**src/rtl/amc_regs_map.svh**
```systemverilog
`ifndef AMC_REGS_MAP_SVH
`define AMC_REGS_MAP_SVH
// Register byte addresses; the printed offsets 0x1A..0x1C are not word multiples,
// so they are kept as indices and the byte address is four times the index.
`define AMC_IDX_SSP 8'h1A
`define AMC_IDX_OSC 8'h1B
`define AMC_IDX_BER 8'h1C
`define AMC_IDX_MUX 8'h20
`define AMC_IDX_STAT 8'h30
`define AMC_ADDR_SSP 12'h068
`define AMC_ADDR_OSC 12'h06C
`define AMC_ADDR_BER 12'h070
`define AMC_ADDR_MUX 12'h080
`define AMC_ADDR_STAT 12'h0C0
// Reset values.
`define AMC_RST_SSP 8'h0F
`define AMC_RST_OSC 8'h82
`define AMC_RST_BER 8'h02
`define AMC_RST_MUX 32'h0001_7772
// Field positions.
`define AMC_SSP_DIS_BIT 7
`define AMC_OSC_DONE_BIT 6
`define AMC_OSC_FDIS_BIT 1
`define AMC_MUX_C1MOD_BIT 23
`define AMC_MUX_C2MOD_BIT 19
// Timing: one millisecond tick at 20 MHz, and the trim run length in ticks.
`define AMC_CLK_HZ 20000000
`define AMC_TICK_CYC 20000
`define AMC_TRIM_MS 2
// Source codes.
`define AMC_SRC_LEFT 3'h0
`define AMC_SRC_RIGHT 3'h1
`define AMC_SRC_ZERO 3'h6
`endif

```
**src/rtl/amc_pkg.sv**
```systemverilog
package amc_pkg;
    // Channel routing and scheme as seen by the modulator.
    typedef struct packed {
        logic threeLevel;
        logic [1:0] source;
    } amc_chan_s;
    // Soft-step and recovery sequencer states.
    typedef enum logic [1:0] {
        AMC_RUN = 2'b00,
        AMC_SOFT = 2'b01,
        AMC_FAULT = 2'b10
    } amc_seq_e;
endpackage

```
**src/rtl/amc_ms_timer.sv**
```systemverilog
`timescale 1ns/1ps
`include "amc_regs_map.svh"
// Millisecond down counter driven by a one-cycle tick enable.
module amc_ms_timer (
    input wire logic clk,
    input wire logic reset,
    input wire logic load,
    input wire logic [13:0] loadMs,
    output logic busy
);
    logic [14:0] tickCnt_q;
    logic [13:0] msLeft_q;
    wire tick = (tickCnt_q == 15'(`AMC_TICK_CYC - 1));
    // Prescaler gives one tick per millisecond.
    always_ff @(posedge clk) begin
        if (reset || load || tick) begin
            tickCnt_q <= 15'h0000;
        end else begin
            tickCnt_q <= tickCnt_q + 15'h0001;
        end
    end
    // Count remaining milliseconds down to zero.
    always_ff @(posedge clk) begin
        if (reset) begin
            msLeft_q <= 14'h0000;
        end else if (load) begin
            msLeft_q <= loadMs;
        end else if (tick && msLeft_q != 14'h0000) begin
            msLeft_q <= msLeft_q - 14'h0001;
        end
    end
    assign busy = (msLeft_q != 14'h0000);
endmodule

```
**src/rtl/amc_modulator_regs.sv**
```systemverilog
`timescale 1ns/1ps
`include "amc_regs_map.svh"
// Functional notes
// - Soft period on shutdown commands and power-down changes.
// - Bit 7 set disables soft-step timer.
// - Bits 4:0 choose period, 00 none.
// - Period field resets to code 01111.
// - Internal oscillator detects audio clock rates.
// - Writing 0x00 applies factory trim.
// - Bit 6 reads trim done, clear at reset.
// - Bit 1 resets high, zero selects factory.
// - Fault resets stage, stops PWM, waits, restarts.
// - Bits 3:0 select recovery wait 299..1496 ms.
// - Recovery register written once, non-reserved only.
// - Bits 23/19 pick two or three level.
// - Channel 1 source: left, right, zero.
// - Channel 2 source: left, right, zero.
module amc_modulator_regs (
    input wire logic clk,
    input wire logic reset,
    input wire logic psel,
    input wire logic penable,
    input wire logic pwrite,
    input wire logic [11:0] paddr,
    input wire logic [31:0] pwdata,
    output logic [31:0] prdata,
    output logic pready,
    output logic pslverr,
    input wire logic power_down_input,
    input wire logic shutdownCmd,
    input wire logic backEndFault,
    input wire logic serialClkActive,
    output logic pwmEnable,
    output logic softStepActive,
    output logic stageReset,
    output logic trimApplied,
    output logic factoryTrimSel,
    output amc_pkg::amc_chan_s chan1Cfg,
    output amc_pkg::amc_chan_s chan2Cfg,
    output logic [2:0] chan1Src,
    output logic [2:0] chan2Src
);
    ////////////////////////////////////////////////////////////////////////////
    // Millisecond lookups for the period codes.
    function automatic logic [13:0] softMs(input logic [4:0] code);
        case (code)
            5'h08: softMs = 14'd17;
            5'h09: softMs = 14'd24;
            5'h0A: softMs = 14'd31;
            5'h0B: softMs = 14'd40;
            5'h0C: softMs = 14'd54;
            5'h0D: softMs = 14'd70;
            5'h0E: softMs = 14'd94;
            5'h0F: softMs = 14'd126;
            5'h10: softMs = 14'd165;
            5'h11: softMs = 14'd239;
            5'h12: softMs = 14'd314;
            5'h13: softMs = 14'd404;
            5'h14: softMs = 14'd539;
            5'h15: softMs = 14'd703;
            5'h16: softMs = 14'd943;
            5'h17: softMs = 14'd1257;
            5'h18: softMs = 14'd1728;
            5'h19: softMs = 14'd2514;
            5'h1A: softMs = 14'd3299;
            5'h1B: softMs = 14'd4242;
            5'h1C: softMs = 14'd5656;
            5'h1D: softMs = 14'd7384;
            5'h1E: softMs = 14'd9897;
            5'h1F: softMs = 14'd13196;
            default: softMs = 14'd0; // Codes with bits 4:3 at 00 mean no period.
        endcase
    endfunction

    // Recovery wait for a back-end fault; 101x and 11xx saturate.
    function automatic logic [13:0] recoveryMs(input logic [3:0] code);
        case (code)
            4'h2: recoveryMs = 14'd299;
            4'h3: recoveryMs = 14'd449;
            4'h4: recoveryMs = 14'd598;
            4'h5: recoveryMs = 14'd748;
            4'h6: recoveryMs = 14'd898;
            4'h7: recoveryMs = 14'd1047;
            4'h8: recoveryMs = 14'd1197;
            4'h9: recoveryMs = 14'd1346;
            default: recoveryMs = 14'd1496;
        endcase
    endfunction

    // Only documented source codes are accepted.
    function automatic logic srcValid(input logic [2:0] code);
        srcValid = (code == `AMC_SRC_LEFT) || (code == `AMC_SRC_RIGHT) ||
            (code == `AMC_SRC_ZERO);
    endfunction

    ////////////////////////////////////////////////////////////////////////////
    // Register state.
    logic [7:0] ssp_q;          // Start/stop period control.
    logic oscFactDis_q;         // Factory trim disabled flag.
    logic trimDone_q;           // Trim completed status.
    logic trimRun_q;            // Trim in progress.
    logic [3:0] ber_q;          // Recovery period code.
    logic berLocked_q;          // Set after the single allowed write.
    logic [7:0] muxHi_q;        // Bits 23:16 of the multiplexer register.
    logic [31:0] prdata_q;
    logic pready_q;
    logic pslverr_q;
    logic [1:0] pdnSync_q;      // Power-down pin synchroniser.
    logic [1:0] sdSync_q;       // Shutdown command synchroniser.
    logic [1:0] faultSync_q;    // Fault synchroniser.
    logic [1:0] sclkSync_q;     // Audio clock detect synchroniser.
    logic pdnLast_q;
    logic sdLast_q;
    logic faultLast_q;
    amc_pkg::amc_seq_e seq_q;
    amc_pkg::amc_seq_e seq_d;
    logic pwmEnable_q;
    logic softStep_q;
    logic stageReset_q;
    logic trimApplied_q;
    // Reset words as named wires, so single fields can be picked out of them.
    wire [7:0] rstOsc = `AMC_RST_OSC;
    wire [7:0] rstBer = `AMC_RST_BER;
    wire [31:0] rstMux = `AMC_RST_MUX;

    ////////////////////////////////////////////////////////////////////////////
    // Bus decode. The slave answers in the access phase after one wait state.
    wire access = psel && penable;
    wire hitSsp = (paddr == `AMC_ADDR_SSP);
    wire hitOsc = (paddr == `AMC_ADDR_OSC);
    wire hitBer = (paddr == `AMC_ADDR_BER);
    wire hitMux = (paddr == `AMC_ADDR_MUX);
    wire hitStat = (paddr == `AMC_ADDR_STAT);
    wire mapped = hitSsp || hitOsc || hitBer || hitMux || hitStat;
    wire wr = access && pwrite && !pready_q;
    wire rd = access && !pwrite && !pready_q;
    wire [2:0] wrSrc1 = pwdata[22:20];
    wire [2:0] wrSrc2 = pwdata[18:16];
    // Reserved recovery codes 000x are refused, as is any write after the first accepted one.
    wire berCodeOk = (pwdata[3:1] != 3'h0) && (pwdata[7:4] == 4'h0);
    wire berWrite = wr && hitBer && !berLocked_q && berCodeOk;
    wire muxWrite = wr && hitMux && srcValid(wrSrc1) && srcValid(wrSrc2);
    wire errWrite = wr && ((hitBer && !(berWrite)) || (hitMux && !muxWrite) || hitStat);
    wire [31:0] statWord = {26'h0, trimRun_q, stageReset_q, softStep_q, pwmEnable_q,
        seq_q};
    wire [31:0] rdWord = hitSsp ? {24'h0, ssp_q} :
        hitOsc ? {24'h0, 1'b1, trimDone_q, 4'h0, oscFactDis_q, 1'b0} :
        hitBer ? {28'h0, ber_q} :
        hitMux ? {8'h00, muxHi_q, 16'h7772} :
        hitStat ? statWord : 32'h0000_0000;

    // Bus handshake: ready for one cycle in each access phase.
    always_ff @(posedge clk) begin
        if (reset) begin
            pready_q <= 1'b0;
            pslverr_q <= 1'b0;
            prdata_q <= 32'h0000_0000;
        end else begin
            pready_q <= access && !pready_q;
            pslverr_q <= (access && !pready_q) && (!mapped || errWrite);
            prdata_q <= rd ? rdWord : 32'h0000_0000;
        end
    end

    ////////////////////////////////////////////////////////////////////////////
    // Software-visible configuration registers.
    always_ff @(posedge clk) begin
        if (reset) begin
            ssp_q <= `AMC_RST_SSP; // Timer enabled, code 01111.
            ber_q <= rstBer[3:0];
            berLocked_q <= 1'b0;
            muxHi_q <= rstMux[23:16]; // Two-level, left and right.
        end else begin
            if (wr && hitSsp) begin
                ssp_q <= {pwdata[7], 2'b00, pwdata[4:0]};
            end
            if (berWrite) begin
                ber_q <= pwdata[3:0];
                berLocked_q <= 1'b1; // Later writes are ignored.
            end
            if (muxWrite) begin
                muxHi_q <= pwdata[23:16];
            end
        end
    end

    ////////////////////////////////////////////////////////////////////////////
    // Oscillator trim. A write starts a trim run; done sets when it ends and
    // stays set. The run needs the audio clock seen by the internal oscillator.
    wire trimWrite = wr && hitOsc;
    logic trimBusy;
    amc_ms_timer trimTimer (
        .clk(clk),
        .reset(reset),
        .load(trimWrite),
        .loadMs(14'(`AMC_TRIM_MS)),
        .busy(trimBusy)
    );
    always_ff @(posedge clk) begin
        if (reset) begin
            oscFactDis_q <= rstOsc[`AMC_OSC_FDIS_BIT];
            trimDone_q <= 1'b0;
            trimRun_q <= 1'b0;
        end else if (trimWrite) begin
            oscFactDis_q <= pwdata[`AMC_OSC_FDIS_BIT]; // 0x00 picks factory trim.
            trimRun_q <= 1'b1;
        end else if (trimRun_q && !trimBusy && sclkSync_q[1]) begin
            trimRun_q <= 1'b0;
            trimDone_q <= 1'b1; // Rate detect locks on the audio clock.
        end
    end

    ////////////////////////////////////////////////////////////////////////////
    // Pin synchronisers; only the second stage is read by logic.
    always_ff @(posedge clk) begin
        if (reset) begin
            pdnSync_q <= 2'b00;
            sdSync_q <= 2'b00;
            faultSync_q <= 2'b00;
            sclkSync_q <= 2'b00;
            pdnLast_q <= 1'b0;
            sdLast_q <= 1'b0;
            faultLast_q <= 1'b0;
        end else begin
            pdnSync_q <= {pdnSync_q[0], power_down_input};
            sdSync_q <= {sdSync_q[0], shutdownCmd};
            faultSync_q <= {faultSync_q[0], backEndFault};
            sclkSync_q <= {sclkSync_q[0], serialClkActive};
            pdnLast_q <= pdnSync_q[1];
            sdLast_q <= sdSync_q[1];
            faultLast_q <= faultSync_q[1];
        end
    end

    // A change of power-down or of shutdown state outside a fault starts a soft step when bit 7 is clear and the period code is not none.
    wire softEvent = (pdnSync_q[1] != pdnLast_q) || (sdSync_q[1] != sdLast_q);
    wire faultRise = faultSync_q[1] && !faultLast_q;
    wire [13:0] softLen = softMs(ssp_q[4:0]);
    wire softUse = !ssp_q[`AMC_SSP_DIS_BIT] && (softLen != 14'd0);
    wire halted = pdnSync_q[1] || sdSync_q[1];

    ////////////////////////////////////////////////////////////////////////////
    // Sequencer shares one millisecond timer between soft step and recovery.
    logic seqBusy;
    wire seqLoad = faultRise || (seq_q != amc_pkg::AMC_FAULT && softEvent && softUse);
    wire [13:0] seqLen = faultRise ? recoveryMs(ber_q) : softLen;
    amc_ms_timer seqTimer (
        .clk(clk),
        .reset(reset),
        .load(seqLoad),
        .loadMs(seqLen),
        .busy(seqBusy)
    );

    // Next state: a fault wins over a soft step.
    always_comb begin
        seq_d = seq_q;
        case (seq_q)
            amc_pkg::AMC_RUN: begin
                if (faultRise) begin
                    seq_d = amc_pkg::AMC_FAULT;
                end else if (softEvent && softUse) begin
                    seq_d = amc_pkg::AMC_SOFT;
                end
            end
            amc_pkg::AMC_SOFT: begin
                if (faultRise) begin
                    seq_d = amc_pkg::AMC_FAULT;
                end else if (!seqBusy && !seqLoad) begin
                    seq_d = amc_pkg::AMC_RUN;
                end
            end
            amc_pkg::AMC_FAULT: begin
                if (!seqBusy && !seqLoad) begin
                    seq_d = amc_pkg::AMC_RUN; // Retry after the recovery wait.
                end
            end
            default: seq_d = amc_pkg::AMC_RUN;
        endcase
    end

    // Registered outputs to the modulator and power stage.
    always_ff @(posedge clk) begin
        if (reset) begin
            seq_q <= amc_pkg::AMC_RUN;
            pwmEnable_q <= 1'b0;
            softStep_q <= 1'b0;
            stageReset_q <= 1'b0;
            trimApplied_q <= 1'b0;
        end else begin
            seq_q <= seq_d;
            pwmEnable_q <= (seq_d == amc_pkg::AMC_RUN) && !halted;
            softStep_q <= (seq_d == amc_pkg::AMC_SOFT);
            stageReset_q <= (seq_d == amc_pkg::AMC_FAULT);
            trimApplied_q <= trimDone_q;
        end
    end

    ////////////////////////////////////////////////////////////////////////////
    // Output drive; channel fields come straight from register bits.
    assign prdata = prdata_q;
    assign pready = pready_q;
    assign pslverr = pslverr_q;
    assign pwmEnable = pwmEnable_q;
    assign softStepActive = softStep_q;
    assign stageReset = stageReset_q;
    assign trimApplied = trimApplied_q;
    assign factoryTrimSel = !oscFactDis_q;
    assign chan1Cfg = '{threeLevel: muxHi_q[7], source: muxHi_q[5:4]};
    assign chan2Cfg = '{threeLevel: muxHi_q[3], source: muxHi_q[1:0]};
    assign chan1Src = muxHi_q[6:4];
    assign chan2Src = muxHi_q[2:0];
endmodule

```
**config.mk**
```make
export PLATFORM = sky130hd
export DESIGN_NAME = amc_modulator_regs
export DESIGN_NICKNAME = d
export VERILOG_FILES = /design/src/rtl/amc_pkg.sv /design/src/rtl/amc_ms_timer.sv /design/src/rtl/amc_modulator_regs.sv
export VERILOG_INCLUDE_DIRS = /design/src /design/src/rtl
export SDC_FILE = /design/constraint.sdc
export NUM_CORES = 1
export LEC_CHECK = 0
export BUFFER_PORTS_ARGS = -buffer_cell sky130_fd_sc_hd__buf_2
export CELL_PAD_IN_SITES_DETAIL_PLACEMENT = 1
export CELL_PAD_IN_SITES_GLOBAL_PLACEMENT = 1
export CORE_ASPECT_RATIO = 0.9
export CORE_MARGIN = 2
export CORE_UTILIZATION = 39
export DETAILED_ROUTE_END_ITERATION = 8
export PLACE_DENSITY = 0.86
export SLEW_MARGIN = 20
export SYNTH_ARGS = -nofsm -noshare
export SYNTH_HDL_FRONTEND = slang
export SYNTH_SLANG_ARGS = --single-unit
```
**constraint.sdc**
```tcl
create_clock -name clk -period 2.8 [get_ports clk]
set_input_delay 0.14 -clock clk [delete_from_list [all_inputs] [get_ports clk]]
set_output_delay 0.14 -clock clk [all_outputs]
set_load 0.02 [all_outputs]
```
==> impl_results.md, run 1 <==
* Drt first pass iters at 4
* Post-layout util at 48.0%
* Met2 routed WL at 9.58 mm
* Sw Share at 25.8%
* HPWL after detailed placement at 13.5 mm
* Width of the die at 140 µm
* Crit path capture type: flip-flop
* Cell Area, Synth at 6530 µm²
* Part of the power in registers at 44.9%
* Total track usage at 22.1%
* Final Hold Vio Count at 0
* Post-synthesis sequential area ratio at 43.2%
* Sw Pwr at 1.20 mW
* Vias in the first global route at 6,029
* Power Internal at 3.46 mW
* Final setup TNS at 0 ns
* Residual DRC count at 0
* Fillers at 1,927
* # setup viols final at 0
* Lkg Pwr at 3.11 nW
* Maximum fanout along the worst path at 4
* Initial antenna violation count at 0
* Grt ovf at 0
* Startpoint types: flip-flop
* Worst hold path class: in2reg
* Fin nets at 903
* Clk sinks at 141
* Primary FF master, synth: dfxtp_1
* Max layer used: met4
* Crit path from: pready
* Yosys top cell area share at 43.2%
* Met3 routed WL at 849 µm
* Number of flops mapped to enable cells by yosys at 0
* Max Clock Freq at 377 MHz
* Least-Margin Pin Slew at 0.727 ns
* Async set-or-reset flop fraction in the synthesized netlist at 0%
* Drt wl/cell at 18.3 µm
* Post-synth cell types at 72
* Clock Path Buffers at 2
* Worst EP required at 3.14 ns
* Post-Place Cell Area at 7120 µm²
* Status: complete, no violations
* Post-synth top cells: dfxtp_1 (141), nor2_1 (91), nand2_1 (50)
* #FFs+latches synth at 141
* Postcts setup bufs at 0
* Final period util at 94.8%
* Post-Syn Instances at 743
* Die height at 127 µm
* Cell accounting for the most synthesized area: dfxtp_1
* N_diodes at 0
* VDD IR max at 0.000310 V
* First-pass GRT wire length at 31.4 mm
* Starting Density at 40.2%
* Worst r2r src: pready
* Kind of critical path: reg2reg
* Synthesized area per cell at 8.79 µm²
* Clock slew at reported path FFs at 0.06 ns
* Final std cells w/o fill at 1,052
* Pwr/cell area at 597 nW/µm²
* CTS tree: done
* Via count at 5,834
* Via-to-Cell Ratio at 5.55
* ANT nets after route at 0
* WL met1 at 8.49 mm
* Most frequent cell after synthesis: dfxtp_1
* Skew final at 0.00740 ns
* Max Cap Viol at 0
* Cells after DPL at 1,010
* Starting DRT DRC Count at 291
* H-Tree Depth at 4
* Slew margin rel. at 51.5%
* Final min period at 2.66 ns
* Final WL at 19.2 mm
* CTS Buf Count at 17
* HP Start: penable
* Yosys Warn Count at 0
* Top cells by area, synth: dfxtp_1 (43%), nor2_1 (5.2%), ha_1 (3.4%), xnor2_1 (3.4%), mux2i_1 (2.9%)
* Slew Limit Fails at 0
* Combinational share of power at 8.2%
* Clock group share of total power at 47.0%
* Die ar. at 17,800 µm²
* RSZ-0062 raised after global routing: no
* Fin area at 7800 µm²
* GPL Wtd Cong at 0.858
* Site Rows at 44
* Clock Latency Late Sink at 0.42 ns
* Root Buffer: clkbuf_16
* Largest net degree at the start of global routing at 39
* Layout area overhead at 19.4%
* I/O pin cnt at 104
* Share of cells above drive strength 1 at 17.9%
* Input/output buffers at 77
* CORE AREA at 16,200 µm²
* Arrival time worst endpoint at 3.00 ns
[power by group through the flow]
stage	Combinational, mW	Sequential, mW	Clock [mW]
floorplan	0.249	2.13	0
global placement	0.350	2.13	0
detailed placement	0.358	2.13	0
CTS	0.375	2.09	2.21
global route	0.418	2.10	2.31
finish	0.380	2.09	2.19
[routing by layer]
layer | track usage, % | vias up
met1 | 27.7 | 2871
li1 | - | 2788
met2 | 38.1 | 148
met3 | 5.21 | 27
met5 | 0 | -
met4 | 6.54 | 0
[metrics by stage]
step / worst slack, ns / hold slack, ns / total power [mW]
3_3_place_gp: 0.280 / 0.354 / 2.48
3_5_place_dp: 0.0965 / 0.358 / 2.49
2_1_floorplan: 0.105 / 0.234 / 2.37
5_1_grt: 0.0344 / 0.0406 / 4.82
4_1_cts: 0.0965 / 0.00481 / 4.67
6_report: 0.145 / 0.0262 / 4.66
[state kept, by name, indices dropped and copies added (netlist names), 2 cells and up, named ones only]
register / flops
sclkSync_q: 2
prdata: 17
seq_q: 2
ber_q: 4
seqTimer.msLeft_q: 14
trimTimer.msLeft_q: 14
muxHi_q: 8
ssp_q: 6
softLen: 14
trimTimer.tickCnt_q: 15
seqTimer.tickCnt_q: 15
pdnSync_q: 2
sdSync_q: 2
faultSync_q: 2
[layout by cell type, fill, tap and decap left out, drive strengths merged, types with 5 or more instances in the layout]
cell,count
nand3,31
xor2,19
a21oi,38
nor2b,17
mux2i,19
nor4,20
inv,28
o32ai,7
a2bb2oi,5
nand2,50
and3,11
xnor2,25
buf,99
or3,11
nand2b,7
ha,18
dlygate4sd3,10
o21ai,31
clkbuf,18
nand4,11
conb,10
nor3,15
a211o,5
or2,5
a211oi,10
dfxtp,141
clkinv,6
nor2,94
and2,13
[logic make-up (layout without fill, tap and decap cells)]
| family | after synthesis | after routing | synth area share [%] |
|---|---|---|---|
| AO/OA/AOI/OAI | 139 | 139 | 14.3 |
| XOR/XNOR | 44 | 44 | 5.90 |
| adder cells (fa/ha/maj) | 18 | 18 | 3.45 |
| buffers and inverters | 73 | 166 | 5.42 |
| flip-flops | 141 | 141 | 43.2 |
| multiplexers | 21 | 21 | 3.26 |
| other | 1 | 10 | 0.0574 |
| AND/OR/NAND/NOR | 306 | 306 | 24.4 |
[worst paths after layout]
path	end	slack, ns	cells past startpoint
max	flip-flop	0.14	9
max reg2reg	flip-flop	0.14	9
min reg2reg	faultSync_q[1]	0.44	1
min	pready	0.03	2
[worst max-delay path: stages, from the launching register on]
cell and delay, ns:
dfxtp_1 0.32, nand4b_1 0.27, or4b_4 0.63, nor2_4 0.15
mux2i_2 0.32, inv_1 0.16, ha_1 0.33, inv_1 0.04
mux2i_1 0.16, a2bb2oi_1 0.19
[cell type report]
class,count,area [µm²],share of cell area [%]
flip-flops and latches,141,2820,36.2
well taps,207,259,3.32
inverters,25,93.8,1.20
repair buffers,109,651,8.34
clock inverters,14,135,1.73
clock buffers,18,439,5.63
multi-input cells,538,3400,43.6
[repair_timing]
| action | CTS | global route |
|---|---|---|
| hold endpoints to repair | 10 | 0 |
| endpoints found under the setup margin | 0 | 1 |
| gates resized for setup | 0 | 2 |
| hold buffers | 10 | 0 |
Power figures use the tool's default switching activity.
==> inputs of run 2 (changes only) <==
Settings changed: REMOVE_ABC_BUFFERS from default to 1.
==> impl_results.md, run 2 (synthesis results as in run 1) <==
* Most common cell after layout, fill and taps aside: dfxtp_1
* Final min period at 2.62 ns
* Final WL at 18.2 mm
* Worst path cell trace: dlygate4sd3_1 -> buf_2 -> or3_1 -> or4b_1 -> nor2_4 -> mux2i_1 -> inv_1 -> ha_1 -> inv_1 -> mux2i_1 -> a2bb2oi_1
* Max FFs per register at 17
* Final setup TNS at 0 ns
* Fin nets at 910
* Lkg Pwr at 3.14 nW
* GPL Wtd Cong at 0.876
* Crit path capture type: flip-flop
* CP Depth at 11
* Critical-path top delay cell: or4b_1
* HP Start: psel
* ANT nets after route at 0
* Total chip power at 4.67 mW
* Initial antenna violation count at 1
* Vias in the first global route at 5,902
* I/O pin cnt at 104
* Drt first pass iters at 5
* CTS Buf Count at 17
* Die height at 127 µm
* Largest delay share family, worst path: simple AND/OR/NAND/NOR gates
* Die ar. at 17,800 µm²
* R2R setup slack at 0.26 ns
* Footprint of the multi-input gates at 3390 µm²
* Slew Limit Fails at 0
* Share of cells above drive strength 1 at 18.0%
* Reg2Reg Depth at 9
* Total track usage at 21.0%
* Max Cap Viol at 0
* Largest net degree at the start of global routing at 31
* Worst hold path class: in2reg
* Clk sinks at 141
* Final Hold Vio Count at 0
* Root Buffer: clkbuf_16
* Final period util at 93.7%
* Clock Path Buffers at 2
* Worst EP required at 3.16 ns
* Hold Path Stages at 2
* CORE AREA at 16,200 µm²
* CP bufs+invs at 4
* H-Tree Depth at 4
* Slew margin rel. at 57.1%
* Register area at 2820 µm²
* Worst r2r src: pready
* Startpoint types: input pin
* Post-route setup slack at 0.177 ns
* VDD IR max at 0.000435 V
* Final std cells w/o fill at 1,060
* Layout area overhead at 20.3%
* Most frequent cells in the layout: dfxtp_1 (141), nor2_1 (91), buf_2 (77)
* Input/output buffers at 77
* Pre-CTS setup slack at 0.260 ns
* Site Rows at 44
* Kind of critical path: in2reg
* Residual DRC count at 0
* Max Clock Freq at 381 MHz
* Via-to-Cell Ratio at 5.46
* Pwr/cell area at 594 nW/µm²
* # setup viols final at 0
* Least-Margin Pin Slew at 0.638 ns
* Status: complete, no violations
* Slowest stage delay, CP at 0.59 ns
* Fillers at 1,922
* First-pass GRT wire length at 30.0 mm
* Starting DRT DRC Count at 370
* Arrival time worst endpoint at 2.98 ns
* Clock Latency Late Sink at 0.43 ns
* Maximum fanout along the worst path at 4
* Hold EP: pready
* Cells after DPL at 1,014
* Grt ovf at 0
* Width of the die at 140 µm
* HPWL after detailed placement at 12.9 mm
* Drt wl/cell at 17.1 µm
* Via count at 5,787
* RSZ-0062 raised after global routing: no
* Starting Density at 40.2%
* Postcts setup bufs at 0
* Clock slew at reported path FFs at 0.06 ns
* CTS tree: done
* Skew final at 0.00700 ns
## run 2: cell count changes in the layout (fill, tap and decap cells not counted), sizes merged
cell	delta
diode	+1
clkinv	+1
dlygate4sd3	+3
clkinvlp	-1
buf	+4
## run 2: how the worst max path moves through the flow
stage               startpoint         end  slack (ns)
floorplan               pready   flip-flop       -0.05
global placement      paddr[1]  softLen[1]        0.31
detailed placement   pwdata[4]   flip-flop        0.26
CTS                  pwdata[7]   flip-flop        0.18
global route          paddr[6]  softLen[1]       0.005
finish               pwdata[7]   flip-flop        0.18
## run 2: report_power, final
| group | switching (mW) | internal, mW |
|---|---|---|
| sequential | 0.0435 | 2.05 |
| combinational | 0.233 | 0.156 |
| clock | 0.929 | 1.26 |
## run 2: routing by layer
metal | up-vias | track usage [%] | routed length, µm | part of all wire (%)
met1 | 2834 | 26.6 | 8290 | 46
li1 | 2801 | - | - | -
met3 | 24 | 5.17 | 720 | 4.0
met5 | - | 0 | 0 | 0
met2 | 128 | 35.4 | 8890 | 49
met4 | 0 | 6.83 | 264 | 1.5
## run 2: stage by stage
step                      util [%]  cell area (µm²)  hold slack, ns
after global placement        44.0             7150           0.355
after detailed placement      44.0             7150           0.369
after global routing          48.4             7860          0.0185
final                         48.4             7860          0.0215
after floorplan                  -             6310           0.207
after CTS                     48.3             7850         0.00769
## run 2: repair_timing
action / in CTS / in global routing
setup endpoints to repair: 0 / 1
hold endpoints to repair: 14 / 0
resized for setup: 0 / 1
hold buffers: 13 / 0
## run 2: cell type report
class	count	share of cell area, %
Multi-Input combinational cell	538	43.2
Sequential cell	141	35.9
Timing Repair Buffer	116	9.04
Clock buffer	18	5.59
Tap cell	207	3.30
Clock inverter	14	1.74
Inverter	25	1.19
Antenna cell	1	0.0318
